### src/logic/dmx_pkg.sv
// Opcodes, timing constants and shared types of the data-move executor
package dmx_pkg;

   // Opcode encodings handled by the executor
   localparam logic [7:0] OPC_BIT_TO_CARRY = 8'ha2;
   localparam logic [7:0] OPC_CARRY_TO_BIT = 8'h92;
   localparam logic [7:0] OPC_LOAD_DP      = 8'h90;
   localparam logic [6:0] OPC_IDX_IMM_HI   = 7'h3b;  // 0111011i
   localparam logic [7:0] OPC_CODE_RD_DP   = 8'h93;
   localparam logic [7:0] OPC_CODE_RD_PC   = 8'h83;
   localparam logic [7:0] OPC_CODE_WR      = 8'ha5;
   localparam logic [6:0] OPC_XRD_IDX_HI   = 7'h71;  // 1110001i
   localparam logic [6:0] OPC_XWR_IDX_HI   = 7'h79;  // 1111001i
   localparam logic [7:0] OPC_XRD_DP       = 8'he0;
   localparam logic [7:0] OPC_XWR_DP       = 8'hf0;

   // Machine cycle length and per-instruction machine cycles
   localparam logic [2:0] CLK_PER_MC = 3'h2;
   localparam logic [2:0] MC_ONE     = 3'h1;
   localparam logic [2:0] MC_TWO     = 3'h2;

   // Clock of a multi-cycle access at which read data is sampled
   localparam logic [2:0] RD_SAMPLE_CNT = 3'h2;

   // Step from a one-byte instruction to the next one
   localparam logic [15:0] PC_STEP_ONE = 16'h0001;

   // Bit-addressable internal RAM window
   localparam logic [7:0] BIT_AREA_BASE = 8'h20;

   // Reset values
   localparam logic [7:0]  ACCUM_RESET = 8'h00;
   localparam logic [15:0] DP_RESET    = 16'h0000;

   // Decoded instruction kinds
   typedef enum logic [3:0] {
      OP_NONE        = 4'b0000,
      OP_BIT_TO_C    = 4'b0001,
      OP_C_TO_BIT    = 4'b0010,
      OP_LOAD_DP     = 4'b0011,
      OP_IDX_IMM     = 4'b0100,
      OP_CODE_RD_DP  = 4'b0101,
      OP_CODE_RD_PC  = 4'b0110,
      OP_CODE_WR     = 4'b0111,
      OP_TRAP        = 4'b1000,
      OP_XRD_IDX     = 4'b1001,
      OP_XWR_IDX     = 4'b1010,
      OP_XRD_DP      = 4'b1011,
      OP_XWR_DP      = 4'b1100
   } dmx_op_t;

   // Executor states
   typedef enum logic {
      ST_IDLE = 1'b0,
      ST_EXEC = 1'b1
   } dmx_state_t;

   // One instruction as presented by the fetch unit
   typedef struct packed {
      logic [7:0] opcode;
      logic [7:0] byte2;
      logic [7:0] byte3;
   } dmx_instr_t;

endpackage : dmx_pkg

### src/logic/dmx_data_move_exec.sv
// Decode and execute logic for the data-move instruction group
// Behaviour
// - Bit move copies bit, nothing else changes
// - Bit-to-carry: two bytes, one machine cycle
// - Carry-to-bit: two bytes, two machine cycles
// - Pointer load: byte2 high, byte3 low
// - Immediate to indirect RAM, one cycle
// - Code read address accumulator plus base
// - Program counter base advanced before add
// - Pointer-relative code read, two cycles
// - Counter-relative code read, two cycles
// - Code write then pointer increments
// - Code write opcode a5, two cycles
// - Trap enable turns code write into trap
// - Short external move uses index byte
// - Long external move uses pointer bytes
// - Address port latches stay unmodified
// - External read via index, two cycles
// - External write via index, two cycles
// - External write via pointer, two cycles
// - External read via pointer is e0
`timescale 1ns/1ns
module dmx_data_move_exec
   import dmx_pkg::*;
(
   // Clock and reset
   input  wire logic        clk,
   input  wire logic        reset_n,
   // Instruction issue
   input  wire logic        start,
   input  wire dmx_instr_t  instr,
   input  wire logic [15:0] pc,
   input  wire logic [1:0]  regBank,
   input  wire logic        trapEnableBit,
   output logic             busy,
   output logic             done,
   output logic             trapReq,
   output logic             illegal,
   // Architectural state
   output logic [7:0]       accumulator,
   output logic             carry,
   output logic [15:0]      dataPointer,
   // Core-side internal RAM write port
   input  wire logic        iramExtWe,
   input  wire logic [7:0]  iramExtAddr,
   input  wire logic [7:0]  iramExtData,
   // Special function bit access
   output logic [7:0]       sfrBitAddr,
   output logic             sfrBitWr,
   output logic             sfrBitWdata,
   input  wire logic        sfrBitIn,
   // Program memory
   output logic [15:0]      codeAddr,
   output logic             codeRd,
   output logic             codeWr,
   output logic [7:0]       codeWdata,
   input  wire logic [7:0]  codeRdata,
   // External data memory
   input  wire logic [7:0]  portHiLatch,
   output logic [15:0]      xAddr,
   output logic             xRd,
   output logic             xWr,
   output logic [7:0]       xWdata,
   input  wire logic [7:0]  xRdata
);

   // Control state
   dmx_state_t  state_q,      state_d;      // Idle or executing
   dmx_op_t     op_q,         op_d;         // Kind in flight
   dmx_instr_t  instr_q,      instr_d;      // Captured instruction
   logic [2:0]  cnt_q,        cnt_d;        // Clock within instruction
   logic [2:0]  total_q,      total_d;      // Clocks of instruction
   logic [7:0]  rdLatch_q,    rdLatch_d;    // Sampled read byte
   // Architectural registers
   logic [7:0]  accum_q,      accum_d;      // Accumulator
   logic        carry_q,      carry_d;      // Carry flag
   logic [15:0] dp_q,         dp_d;         // Data pointer
   // Output strobes and buses
   logic        done_q,       done_d;
   logic        trap_q,       trap_d;
   logic        illegal_q,    illegal_d;
   logic [7:0]  bitAddr_q,    bitAddr_d;
   logic        bitWr_q,      bitWr_d;
   logic        bitWdata_q,   bitWdata_d;
   logic [15:0] codeAddr_q,   codeAddr_d;
   logic        codeRd_q,     codeRd_d;
   logic        codeWr_q,     codeWr_d;
   logic [7:0]  codeWdata_q,  codeWdata_d;
   logic [15:0] xAddr_q,      xAddr_d;
   logic        xRd_q,        xRd_d;
   logic        xWr_q,        xWr_d;
   logic [7:0]  xWdata_q,     xWdata_d;

   // Internal RAM and its write port from this executor
   logic [7:0]  iram [256];
   logic        iramWe;
   logic [7:0]  iramWaddr;
   logic [7:0]  iramWdata;

   // Helpers
   dmx_op_t     newOp;                     // Decode of incoming opcode
   logic        startTaken;                // Request accepted this edge
   logic [7:0]  idxValNew;                 // Index byte for new instr
   logic [7:0]  idxValCur;                 // Index byte for instr held
   logic [7:0]  bitByteAddr;               // RAM byte holding the bit
   logic [7:0]  bitByte;                   // That byte
   logic        bitVal;                    // Current value of the bit

   // Address of an index register within the selected bank
   function automatic logic [7:0] idxAddr(input logic [1:0] bank,
                                          input logic       sel);
      idxAddr = {3'h0, bank, 2'h0, sel};
   endfunction : idxAddr

   // Opcode decode; code write yields to trap when enabled
   function automatic dmx_op_t decodeOp(input logic [7:0] opc,
                                        input logic       trapEn);
      decodeOp = OP_NONE;
      if (opc == OPC_BIT_TO_CARRY)          decodeOp = OP_BIT_TO_C;
      else if (opc == OPC_CARRY_TO_BIT)     decodeOp = OP_C_TO_BIT;
      else if (opc == OPC_LOAD_DP)          decodeOp = OP_LOAD_DP;
      else if (opc[7:1] == OPC_IDX_IMM_HI)  decodeOp = OP_IDX_IMM;
      else if (opc == OPC_CODE_RD_DP)       decodeOp = OP_CODE_RD_DP;
      else if (opc == OPC_CODE_RD_PC)       decodeOp = OP_CODE_RD_PC;
      else if (opc == OPC_CODE_WR)
         decodeOp = trapEn ? OP_TRAP : OP_CODE_WR;
      else if (opc[7:1] == OPC_XRD_IDX_HI)  decodeOp = OP_XRD_IDX;
      else if (opc[7:1] == OPC_XWR_IDX_HI)  decodeOp = OP_XWR_IDX;
      else if (opc == OPC_XRD_DP)           decodeOp = OP_XRD_DP;
      else if (opc == OPC_XWR_DP)           decodeOp = OP_XWR_DP;
   endfunction : decodeOp

   // Clocks per instruction kind
   function automatic logic [2:0] clocksOf(input dmx_op_t op);
      logic [2:0] mc;
      mc = MC_TWO;
      if (op == OP_BIT_TO_C || op == OP_IDX_IMM)
         mc = MC_ONE;
      clocksOf = 3'(mc * CLK_PER_MC);
   endfunction : clocksOf

   // Decode and bit lookup
   assign startTaken  = start && (state_q == ST_IDLE);
   assign newOp       = decodeOp(instr.opcode, trapEnableBit);
   assign idxValNew   = iram[idxAddr(regBank, instr.opcode[0])];
   assign idxValCur   = iram[idxAddr(regBank, instr_q.opcode[0])];
   assign bitByteAddr = BIT_AREA_BASE + {4'h0, bitAddr_q[6:3]};
   assign bitByte     = iram[bitByteAddr];
   assign bitVal      = bitAddr_q[7] ? sfrBitIn : bitByte[bitAddr_q[2:0]];

   // Next-state logic for the whole executor
   always_comb begin
      state_d     = state_q;
      op_d        = op_q;
      instr_d     = instr_q;
      cnt_d       = cnt_q;
      total_d     = total_q;
      rdLatch_d   = rdLatch_q;
      accum_d     = accum_q;
      carry_d     = carry_q;
      dp_d        = dp_q;
      bitAddr_d   = bitAddr_q;
      codeAddr_d  = codeAddr_q;
      codeWdata_d = codeWdata_q;
      xAddr_d     = xAddr_q;
      xWdata_d    = xWdata_q;
      bitWdata_d  = bitWdata_q;
      done_d      = 1'b0;
      trap_d      = 1'b0;
      illegal_d   = 1'b0;
      bitWr_d     = 1'b0;
      codeRd_d    = 1'b0;
      codeWr_d    = 1'b0;
      xRd_d       = 1'b0;
      xWr_d       = 1'b0;
      iramWe      = 1'b0;
      iramWaddr   = 8'h00;
      iramWdata   = 8'h00;
      unique case (state_q)
         ST_IDLE: begin
            if (start) begin
               if (newOp == OP_TRAP) begin
                  trap_d = 1'b1;
               end else if (newOp == OP_NONE) begin
                  illegal_d = 1'b1;
               end else begin
                  // Accept and launch the access
                  state_d = ST_EXEC;
                  op_d    = newOp;
                  instr_d = instr;
                  cnt_d   = 3'h1;
                  total_d = clocksOf(newOp);
                  unique case (newOp)
                     OP_BIT_TO_C, OP_C_TO_BIT: begin
                        bitAddr_d = instr.byte2;
                     end
                     OP_CODE_RD_DP: begin
                        codeAddr_d = dp_q + {8'h00, accum_q};
                        codeRd_d   = 1'b1;
                     end
                     OP_CODE_RD_PC: begin
                        codeAddr_d = pc + PC_STEP_ONE
                                   + {8'h00, accum_q};
                        codeRd_d   = 1'b1;
                     end
                     OP_CODE_WR: begin
                        codeAddr_d  = dp_q;
                        codeWdata_d = accum_q;
                        codeWr_d    = 1'b1;
                     end
                     OP_XRD_IDX, OP_XWR_IDX: begin
                        // High byte from the untouched port latch
                        xAddr_d = {portHiLatch, idxValNew};
                        xRd_d   = (newOp == OP_XRD_IDX);
                        xWr_d   = (newOp == OP_XWR_IDX);
                     end
                     OP_XRD_DP, OP_XWR_DP: begin
                        xAddr_d = dp_q;
                        xRd_d   = (newOp == OP_XRD_DP);
                        xWr_d   = (newOp == OP_XWR_DP);
                     end
                     default: begin
                        // Pointer load and immediate store act at commit
                     end
                  endcase
                  xWdata_d = accum_q;
               end
            end
         end
         ST_EXEC: begin
            cnt_d = cnt_q + 3'h1;
            // Read data arrives one clock after the strobe
            if (cnt_q == RD_SAMPLE_CNT) begin
               rdLatch_d = (op_q == OP_CODE_RD_DP || op_q == OP_CODE_RD_PC)
                         ? codeRdata : xRdata;
            end
            if (cnt_q == total_q - 3'h1) begin
               state_d = ST_IDLE;
               done_d  = 1'b1;
               unique case (op_q)
                  OP_BIT_TO_C: begin
                     carry_d = bitVal;
                  end
                  OP_C_TO_BIT: begin
                     if (bitAddr_q[7]) begin
                        bitWr_d    = 1'b1;
                        bitWdata_d = carry_q;
                     end else begin
                        iramWe    = 1'b1;
                        iramWaddr = bitByteAddr;
                        iramWdata = bitByte;
                        iramWdata[bitAddr_q[2:0]] = carry_q;
                     end
                  end
                  OP_LOAD_DP: begin
                     dp_d = {instr_q.byte2, instr_q.byte3};
                  end
                  OP_IDX_IMM: begin
                     iramWe    = 1'b1;
                     iramWaddr = idxValCur;
                     iramWdata = instr_q.byte2;
                  end
                  OP_CODE_RD_DP, OP_CODE_RD_PC, OP_XRD_IDX, OP_XRD_DP: begin
                     accum_d = rdLatch_q;
                  end
                  OP_CODE_WR: begin
                     dp_d = dp_q + 16'h0001;
                  end
                  default: begin
                     // External writes finish with no state change
                  end
               endcase
            end
         end
      endcase
   end

   // Register the executor state
   always_ff @(posedge clk or negedge reset_n) begin
      if (!reset_n) begin
         state_q     <= ST_IDLE;
         op_q        <= OP_NONE;
         instr_q     <= '0;
         cnt_q       <= 3'h0;
         total_q     <= 3'h0;
         rdLatch_q   <= 8'h00;
         accum_q     <= ACCUM_RESET;
         carry_q     <= 1'b0;
         dp_q        <= DP_RESET;
         done_q      <= 1'b0;
         trap_q      <= 1'b0;
         illegal_q   <= 1'b0;
         bitAddr_q   <= 8'h00;
         bitWr_q     <= 1'b0;
         bitWdata_q  <= 1'b0;
         codeAddr_q  <= 16'h0000;
         codeRd_q    <= 1'b0;
         codeWr_q    <= 1'b0;
         codeWdata_q <= 8'h00;
         xAddr_q     <= 16'h0000;
         xRd_q       <= 1'b0;
         xWr_q       <= 1'b0;
         xWdata_q    <= 8'h00;
      end else begin
         state_q     <= state_d;
         op_q        <= op_d;
         instr_q     <= instr_d;
         cnt_q       <= cnt_d;
         total_q     <= total_d;
         rdLatch_q   <= rdLatch_d;
         accum_q     <= accum_d;
         carry_q     <= carry_d;
         dp_q        <= dp_d;
         done_q      <= done_d;
         trap_q      <= trap_d;
         illegal_q   <= illegal_d;
         bitAddr_q   <= bitAddr_d;
         bitWr_q     <= bitWr_d;
         bitWdata_q  <= bitWdata_d;
         codeAddr_q  <= codeAddr_d;
         codeRd_q    <= codeRd_d;
         codeWr_q    <= codeWr_d;
         codeWdata_q <= codeWdata_d;
         xAddr_q     <= xAddr_d;
         xRd_q       <= xRd_d;
         xWr_q       <= xWr_d;
         xWdata_q    <= xWdata_d;
      end
   end

   // Internal RAM; executor writes win over the core port
   always_ff @(posedge clk) begin
      if (iramWe) begin
         iram[iramWaddr] <= iramWdata;
      end else if (iramExtWe) begin
         iram[iramExtAddr] <= iramExtData;
      end
   end

   // Outputs straight from flip-flops
   assign busy        = (state_q == ST_EXEC);
   assign done        = done_q;
   assign trapReq     = trap_q;
   assign illegal     = illegal_q;
   assign accumulator = accum_q;
   assign carry       = carry_q;
   assign dataPointer = dp_q;
   assign sfrBitAddr  = bitAddr_q;
   assign sfrBitWr    = bitWr_q;
   assign sfrBitWdata = bitWdata_q;
   assign codeAddr    = codeAddr_q;
   assign codeRd      = codeRd_q;
   assign codeWr      = codeWr_q;
   assign codeWdata   = codeWdata_q;
   assign xAddr       = xAddr_q;
   assign xRd         = xRd_q;
   assign xWr         = xWr_q;
   assign xWdata      = xWdata_q;

   // Timing and effect checks
   property p_bitNoSide;
      @(posedge clk) disable iff (!reset_n)
      startTaken && newOp == OP_BIT_TO_C |=> ##1 $stable(dp_q)
         && $stable(accum_q) && !codeWr_q && !xWr_q;
   endproperty
   a_bitNoSide: assert property (p_bitNoSide)
      else $error("bit move touched other state");

   property p_bitToCarry;
      @(posedge clk) disable iff (!reset_n)
      startTaken && newOp == OP_BIT_TO_C |-> ##2 done_q
         && carry_q == $past(bitVal);
   endproperty
   a_bitToCarry: assert property (p_bitToCarry)
      else $error("bit-to-carry wrong value or timing");

   property p_carryToBit;
      @(posedge clk) disable iff (!reset_n)
      startTaken && newOp == OP_C_TO_BIT |=> !done_q [*3] ##1 done_q;
   endproperty
   a_carryToBit: assert property (p_carryToBit)
      else $error("carry-to-bit not four clocks");

   property p_loadDp;
      @(posedge clk) disable iff (!reset_n)
      startTaken && newOp == OP_LOAD_DP |-> ##4 done_q
         && dp_q == {instr_q.byte2, instr_q.byte3};
   endproperty
   a_loadDp: assert property (p_loadDp)
      else $error("pointer load wrong");

   property p_idxImm;
      @(posedge clk) disable iff (!reset_n)
      startTaken && newOp == OP_IDX_IMM |-> ##1 iramWe
         && iramWdata == instr_q.byte2 ##1 done_q;
   endproperty
   a_idxImm: assert property (p_idxImm)
      else $error("immediate store wrong");

   property p_codeRdDp;
      @(posedge clk) disable iff (!reset_n)
      startTaken && newOp == OP_CODE_RD_DP |=> codeRd_q
         && codeAddr_q == $past(dp_q) + {8'h00, $past(accum_q)}
         ##1 !done_q ##2 done_q && accum_q == $past(codeRdata, 2);
   endproperty
   a_codeRdDp: assert property (p_codeRdDp)
      else $error("pointer code read wrong");

   property p_codeRdPc;
      @(posedge clk) disable iff (!reset_n)
      startTaken && newOp == OP_CODE_RD_PC |=> codeRd_q
         && codeAddr_q == $past(pc) + 16'h0001 + {8'h00, $past(accum_q)}
         && $stable(dp_q) ##3 done_q;
   endproperty
   a_codeRdPc: assert property (p_codeRdPc)
      else $error("counter code read wrong");

   property p_codeWr;
      @(posedge clk) disable iff (!reset_n)
      codeWr_q |-> codeAddr_q == $past(dp_q)
         ##3 done_q && dp_q == codeAddr_q + 16'h0001;
   endproperty
   a_codeWr: assert property (p_codeWr)
      else $error("code write pointer wrong");

   property p_trap;
      @(posedge clk) disable iff (!reset_n)
      start && state_q == ST_IDLE && instr.opcode == OPC_CODE_WR
         && trapEnableBit |=> trapReq && !codeWr_q && !busy;
   endproperty
   a_trap: assert property (p_trap)
      else $error("trap not taken");

   property p_xShort;
      @(posedge clk) disable iff (!reset_n)
      startTaken && (newOp == OP_XRD_IDX || newOp == OP_XWR_IDX)
         |=> (xRd_q || xWr_q) && xAddr_q[15:8] == $past(portHiLatch)
         && xAddr_q[7:0] == $past(idxValNew) ##3 done_q;
   endproperty
   a_xShort: assert property (p_xShort)
      else $error("short external move wrong");

   property p_xLong;
      @(posedge clk) disable iff (!reset_n)
      startTaken && (newOp == OP_XRD_DP || newOp == OP_XWR_DP)
         |=> (xRd_q || xWr_q) && xAddr_q == $past(dp_q) ##3 done_q;
   endproperty
   a_xLong: assert property (p_xLong)
      else $error("long external move wrong");

endmodule : dmx_data_move_exec

### config.mk
export PLATFORM = sky130hd
export DESIGN_NAME = dmx_data_move_exec
export DESIGN_NICKNAME = d
export VERILOG_FILES = /design/src/logic/dmx_pkg.sv /design/src/logic/dmx_data_move_exec.sv
export SDC_FILE = /design/constraint.sdc
export NUM_CORES = 1
export LEC_CHECK = 0
export BUFFER_PORTS_ARGS = -buffer_cell sky130_fd_sc_hd__buf_2
export CAP_MARGIN = 20
export CORE_MARGIN = 1
export CORE_UTILIZATION = 35
export DETAILED_ROUTE_END_ITERATION = 10
export PLACE_DENSITY_LB_ADDON = 0.12
export REMOVE_ABC_BUFFERS = 1
export SYNTH_ARGS = -nofsm -noshare
export SYNTH_HDL_FRONTEND = slang
export SYNTH_SLANG_ARGS = --single-unit
### constraint.sdc
create_clock -name clk -period 4.2 [get_ports clk]
set_input_delay 0.84 -clock clk [delete_from_list [all_inputs] [get_ports clk]]
set_output_delay 0.84 -clock clk [all_outputs]
set_load 0.03 [all_outputs]
# Word-level counts from Yosys, hierarchy flattened
# Memories as Yosys holds them, arrays and structs flattened.
# Index checks and enable logic that the tools add are counted.
# word_totals
ff_bits,125
ramBits,2048
in_bits,88
output_inout_bits,91
wordCells,183
memories,1
# mem_list
name,words,word_bits,read_ports,rd_ports_with_merged_regs,wr,line,text
iram,256,8,3,0,1,dmx_data_move_exec.sv:95,logic [7:0] iram [256];
# op_classes
add_sub_neg,7
n_lt_le_gt_ge,2
n_eq_ne,36
mux,85
bitwise,3
reduce_logical,24
# ops
cell,n
$eq 8x8->1 const B,8
$mux 8,8
$pmux 16 s2,2
$mux 4,12
$pmux 16 s3,1
$mux 1,47
$add 16x1->16 const B,2
$add 16x8->16,2
$eq 4x3->1 const B,8
$pmux 8 s2,2
$eq 4x4->1 const B,7
$reduce_and 5->1,4
$eq 7x7->1 const B,2
$eq 4x2->1 const B,3
$reduce_and 3->1,4
$mux 3,3
$bwmux 8,1
$eq 4x1->1 const B,2
$pmux 1 s2,4
$reduce_and 4->1,2
$reduce_or 2->1,4
$reduce_or 8->1,1
$add 6x4->7 const A,1
$eq 7x6->1 const B,1
other kinds (20),26

# Logic depth before layout (Yosys ltp)
# logic_depth
depth_word,19
mapped_depth,10
mapped_depth_nobuf,10

# Worst setup path before layout
# No wires, ideal clock.
# synth_timing
path_kind,register to register
startpoint,"register bitAddr_q[4], in the netlist sfrBitAddr[4]"
endpoint,memory iram[0][0] (data pin)
setup_ns,0.392
t_arrival_ns,3.160
t_required_ns,3.808
setup_slack_ns,0.648
path_stages_with_launch,10
n_path_buf,3
period_less_slack_ns,3.552
path_cell_list,dfrtp_1 > clkbuf_1 > buf_2 > clkbuf_1 > a2111oi_0 > nor3_1 > nor2_1 > a211oi_1 > a21oi_1 > o21ai_0
# synth_between
elab_chain_len,8
# synth_rtl
element,line,text
start: declaration,dmx_data_move_exec.sv:82,"logic [7:0] bitAddr_q, bitAddr_d;"
start signal: assignment,dmx_data_move_exec.sv:317,bitAddr_q <= bitAddr_d;
$add 6x4->7,dmx_data_move_exec.sv:147,"assign bitByteAddr = BIT_AREA_BASE + {4'h0, bitAddr_q[6:3]};"
$mem_v2 256x8,--,
$bwmux 8,dmx_data_move_exec.sv:252,iramWdata[bitAddr_q[2:0]] = carry_q;
$mux 8,dmx_data_move_exec.sv:245,if (bitAddr_q[7]) begin
$pmux 8 s2,dmx_data_move_exec.sv:240,unique case (op_q)
$mux 8,dmx_data_move_exec.sv:237,if (cnt_q == total_q - 3'h1) begin
$mux 8,dmx_data_move_exec.sv:179,unique case (state_q)
$mux 8 (no line),--,
end: declaration,dmx_data_move_exec.sv:95,
# No other way between the ends.

# Final worst setup path
# layout_timing
startpoint,register instr_q[16] (netlist name)
endpoint,"memory iram[32][1], enable pin"
# layout_between
elab_chain_len,5
# layout_rtl
element,line,text
start: declaration,dmx_data_move_exec.sv:70,"dmx_instr_t instr_q, instr_d;"
start signal: assignment,dmx_data_move_exec.sv:307,instr_q <= instr_d;
$mem_v2 256x8,--,
$pmux 8 s2,dmx_data_move_exec.sv:240,
$mux 8,dmx_data_move_exec.sv:237,
$mux 8,dmx_data_move_exec.sv:179,
$mux 8 (no line),--,
# No other way between the ends.

==> summary.md <==
| Metric | Value |
|---|---|
| Number of I/O port buffers | `roughly 180` |
| DRT Wirelength | `45240 µm` |
| Initial antenna violation count | `2` |
| Post-CTS Resized | `0` |
| Drt wl/cell | `~22 µm` |
| Setup TNS | `0 ns` |
| Total number of vias | `roughly 11000` |
| Hold Violations, Final | `0` |
| Nets@finish | `between 1500 and 2000` |
| Worst Skew | `~0.019 ns` |
| Fin util | `a little over two fifths` |
| Power per Cell Area | `between 500 and 600 mW/mm²` |
| Layout area overhead | `21.27%` |
| # setup viols final | `0` |
| Die X | `about 210 µm` |
| CP Class | `reg2reg` |
| Gr usage total | `about a fifth` |
| Tightest Pin Transition | `~1.0 ns` |
| Worst slew margin | `between 30% and 40%` |
| TritonCTS buffer count | `38` |
| Nature of the critical path endpoint | `flip-flop` |
| Share of layout cells above drive strength 1 | `between 20% and 30%` |
| Hold WS | `approximately 0.4 ns` |
| Hpwl dp | `~33000 µm` |
| Pre-Repair DR Iteration Count | `4` |
| Sequential element share of the synthesized area | `57.84%` |
| Die area | `0.04478 mm²` |
| Min Clock Period, post-route | `roughly 3.5 ns` |
| Hold_buf cts | `0` |
| CTS tree | `done` |
| Post CTS Setup Buffer Count | `0` |
| Fin. max-slew vios | `0` |
| Worst IR Drop VDD | `0.3049 mV` |
| Layout fillers | `just over 4000` |
| Sink Count | `approximately 320` |
| RSZ-0062 raised after global routing | `false` |
| Ports | `approximately 180` |
| Worst r2r src | `instr_q[16]$_DFFE_PN0P_` |
| Die height | `between 200 and 250 µm` |
| Most frequent cells in the layout | `192 x edfxtp_1, 177 x buf_2, 125 x dfrtp_1` |
| Flop2flop setup slack | `around 0.74 ns` |
| Global-route wire length before repair | `a little under 70000 µm` |
| Gp weighted congestion | `0.8677` |
| Non-filler cells, final | `2036` |
| Critical Path AT | `around 3.7 ns` |
| Most common cell after layout, fill and taps aside | `edfxtp_1` |
| Clk slew on worst S/H paths | `roughly 0.060 ns` |
| Effective utilization at floorplan | `between 30% and 40%` |
| Hold crit path type | `in2async` |
| Yosys reg bits | `approximately 320` |
| CP startpoint | `instr_q[16]$_DFFE_PN0P_` |
| Worst reg2reg path depth | `8` |
| Std cell rows | `76` |
| Required @ worst endpoint | `between 4 and 5 ns` |
| Final antenna-violating net count | `0` |
| Yosys warnings | `0` |
| Detailed Route Iter0 Violations | `between 700 and 800` |
| DP Worst Slack | `0.5147 ns` |
| Vias in the first global route | `10700` |
| Startpoint type of the worst setup path | `flip-flop` |
| Final setup margin | `0.7396 ns` |
| Via/cell ratio | `around 5.4` |
| Root Buffer | `clkbuf_16` |
| EDFF count, synth | `approximately 190` |
| Clk_lat worst skew | `about 0.56 ns` |
| Core area | `about 0.043 mm²` |
| Max cap viols | `0` |
| H-tree level count | `2` |
| Post-Syn Area | `0.01538 mm²` |
| Status | `completed` |
| Max Fanout on Critical Path | `17` |
| Cells after synthesis | `about 1200` |
| Syn Area/Cell | `around 13 µm²` |
| Pin count of the biggest net entering global routing | `95` |
| Final cycle utilization of the critical path | `around 80%` |
| Global route total overflow | `0` |
| Post-synth ARST share | `between 30% and 40%` |
| F_max | `around 0.29 GHz` |
| DR DRC count | `0` |
| Leakage | `7.515 nW` |
| Clock buffer depth | `3` |
| Cell variety after synth | `a little under 80` |
| Cell count after placement | `between 1500 and 2000` |
| Predominant post-synthesis flop cell | `edfxtp_1` |
[power breakdown]
group	leakage [nW]	internal [mW]	switching, mW	total, mW
Combinational	3.44	1.08	1.39	2.47
Sequential	3.42	3.61	0.533	4.14
Clock	0.656	2.23	1.35	3.58
[layout make-up]
cell class	count	area (µm²)	area share (%)
clock buffer	45	977.2	5.240
inverter	20	75.07	0.4026
tap	585	732.0	3.925
antenna	1	2.502	0.01342
timing repair buffer	241	1446	7.756
multi-input combinational	802	6147	32.96
clock inverter	25	374.1	2.006
sequential	317	8894	47.69
[worst max-delay path, cell delays in order, from the launching register on]
cell	delay [ns]
dfrtp_1	0.95
mux4_2	0.60
mux2_2	0.30
inv_1	0.06
a31oi_1	0.09
a211oi_1	0.43
nand3_1	0.34
nor2_1	0.19
buf_4	0.19
[routing by layer]
layer,wire [µm],share of wire (%),vias to the layer above,GRT usage (%)
li1,-,-,5055,-
met5,33,0.073,-,0
met2,21020,46,303,32.40
met4,979,2.2,4,5.497
met1,20960,46,5527,29.17
met3,2240,5.0,70,3.471
[logic make-up (layout without fill, tap and decap cells)]
kind of cell / after synthesis / count (layout) / share of synthesized area [%]
other: 0 / 1 / 0
and+or+nand+nor: 347 / 347 / 11.38
muxes: 145 / 145 / 14.47
xor gates and xnor gates: 18 / 18 / 1.025
adders and majority gates: 21 / 21 / 1.806
DFF: 317 / 317 / 57.84
AOI/OAI and AO/OA: 271 / 271 / 11.19
buffers and inverters: 87 / 331 / 2.303
[registers in the layout, summed over array words and instances, names as in the netlist, 2 cells and up]
register     cells
xWdata           8
instr_q         17
sfrBitAddr       8
codeWdata        8
total_q          2
xAddr           16
rdLatch_q        8
accumulator      8
op_q             4
cnt_q            3
dataPointer     16
iram           192
codeAddr        16
[path summary, 6_finish.rpt]
check                                        endpoint
setup / recovery                iram[32][1]$_DFFE_PP_
hold / removal               codeAddr[10]$_DFFE_PN0P_
setup reg to reg                iram[32][1]$_DFFE_PP_
hold reg to reg                  xAddr[3]$_DFFE_PN0P_
max in group asynchronous  dataPointer[1]$_DFFE_PN0P_
min in group clk                 xAddr[3]$_DFFE_PN0P_
[through the flow]
| step | power [mW] | cell area (µm²) |
|---|---|---|
| after floorplan | 5.692 | 15100 |
| after global routing | 10.70 | 18650 |
| after detailed placement | 6.680 | 17250 |
| final | 10.19 | 18650 |
| after CTS | 10.31 | 18600 |
| after global placement | 6.656 | 17250 |
[synthesized netlist by cell type (23+ instances only)]
cell	number	area, µm²
nor2b_1	23	143.9
nor2_1	87	326.6
a21oi_1	68	340.3
mux2_2	25	281.5
nand2_1	103	386.6
nor3_1	25	125.1
mux2i_1	37	370.4
mux4_2	54	1216
clkbuf_1	47	176.4
edfxtp_1	192	5766
dfrtp_1	125	3128
o21ai_0	76	380.4
nand3_1	27	135.1
No activity file was read; power rests on OpenSTA's default activity.
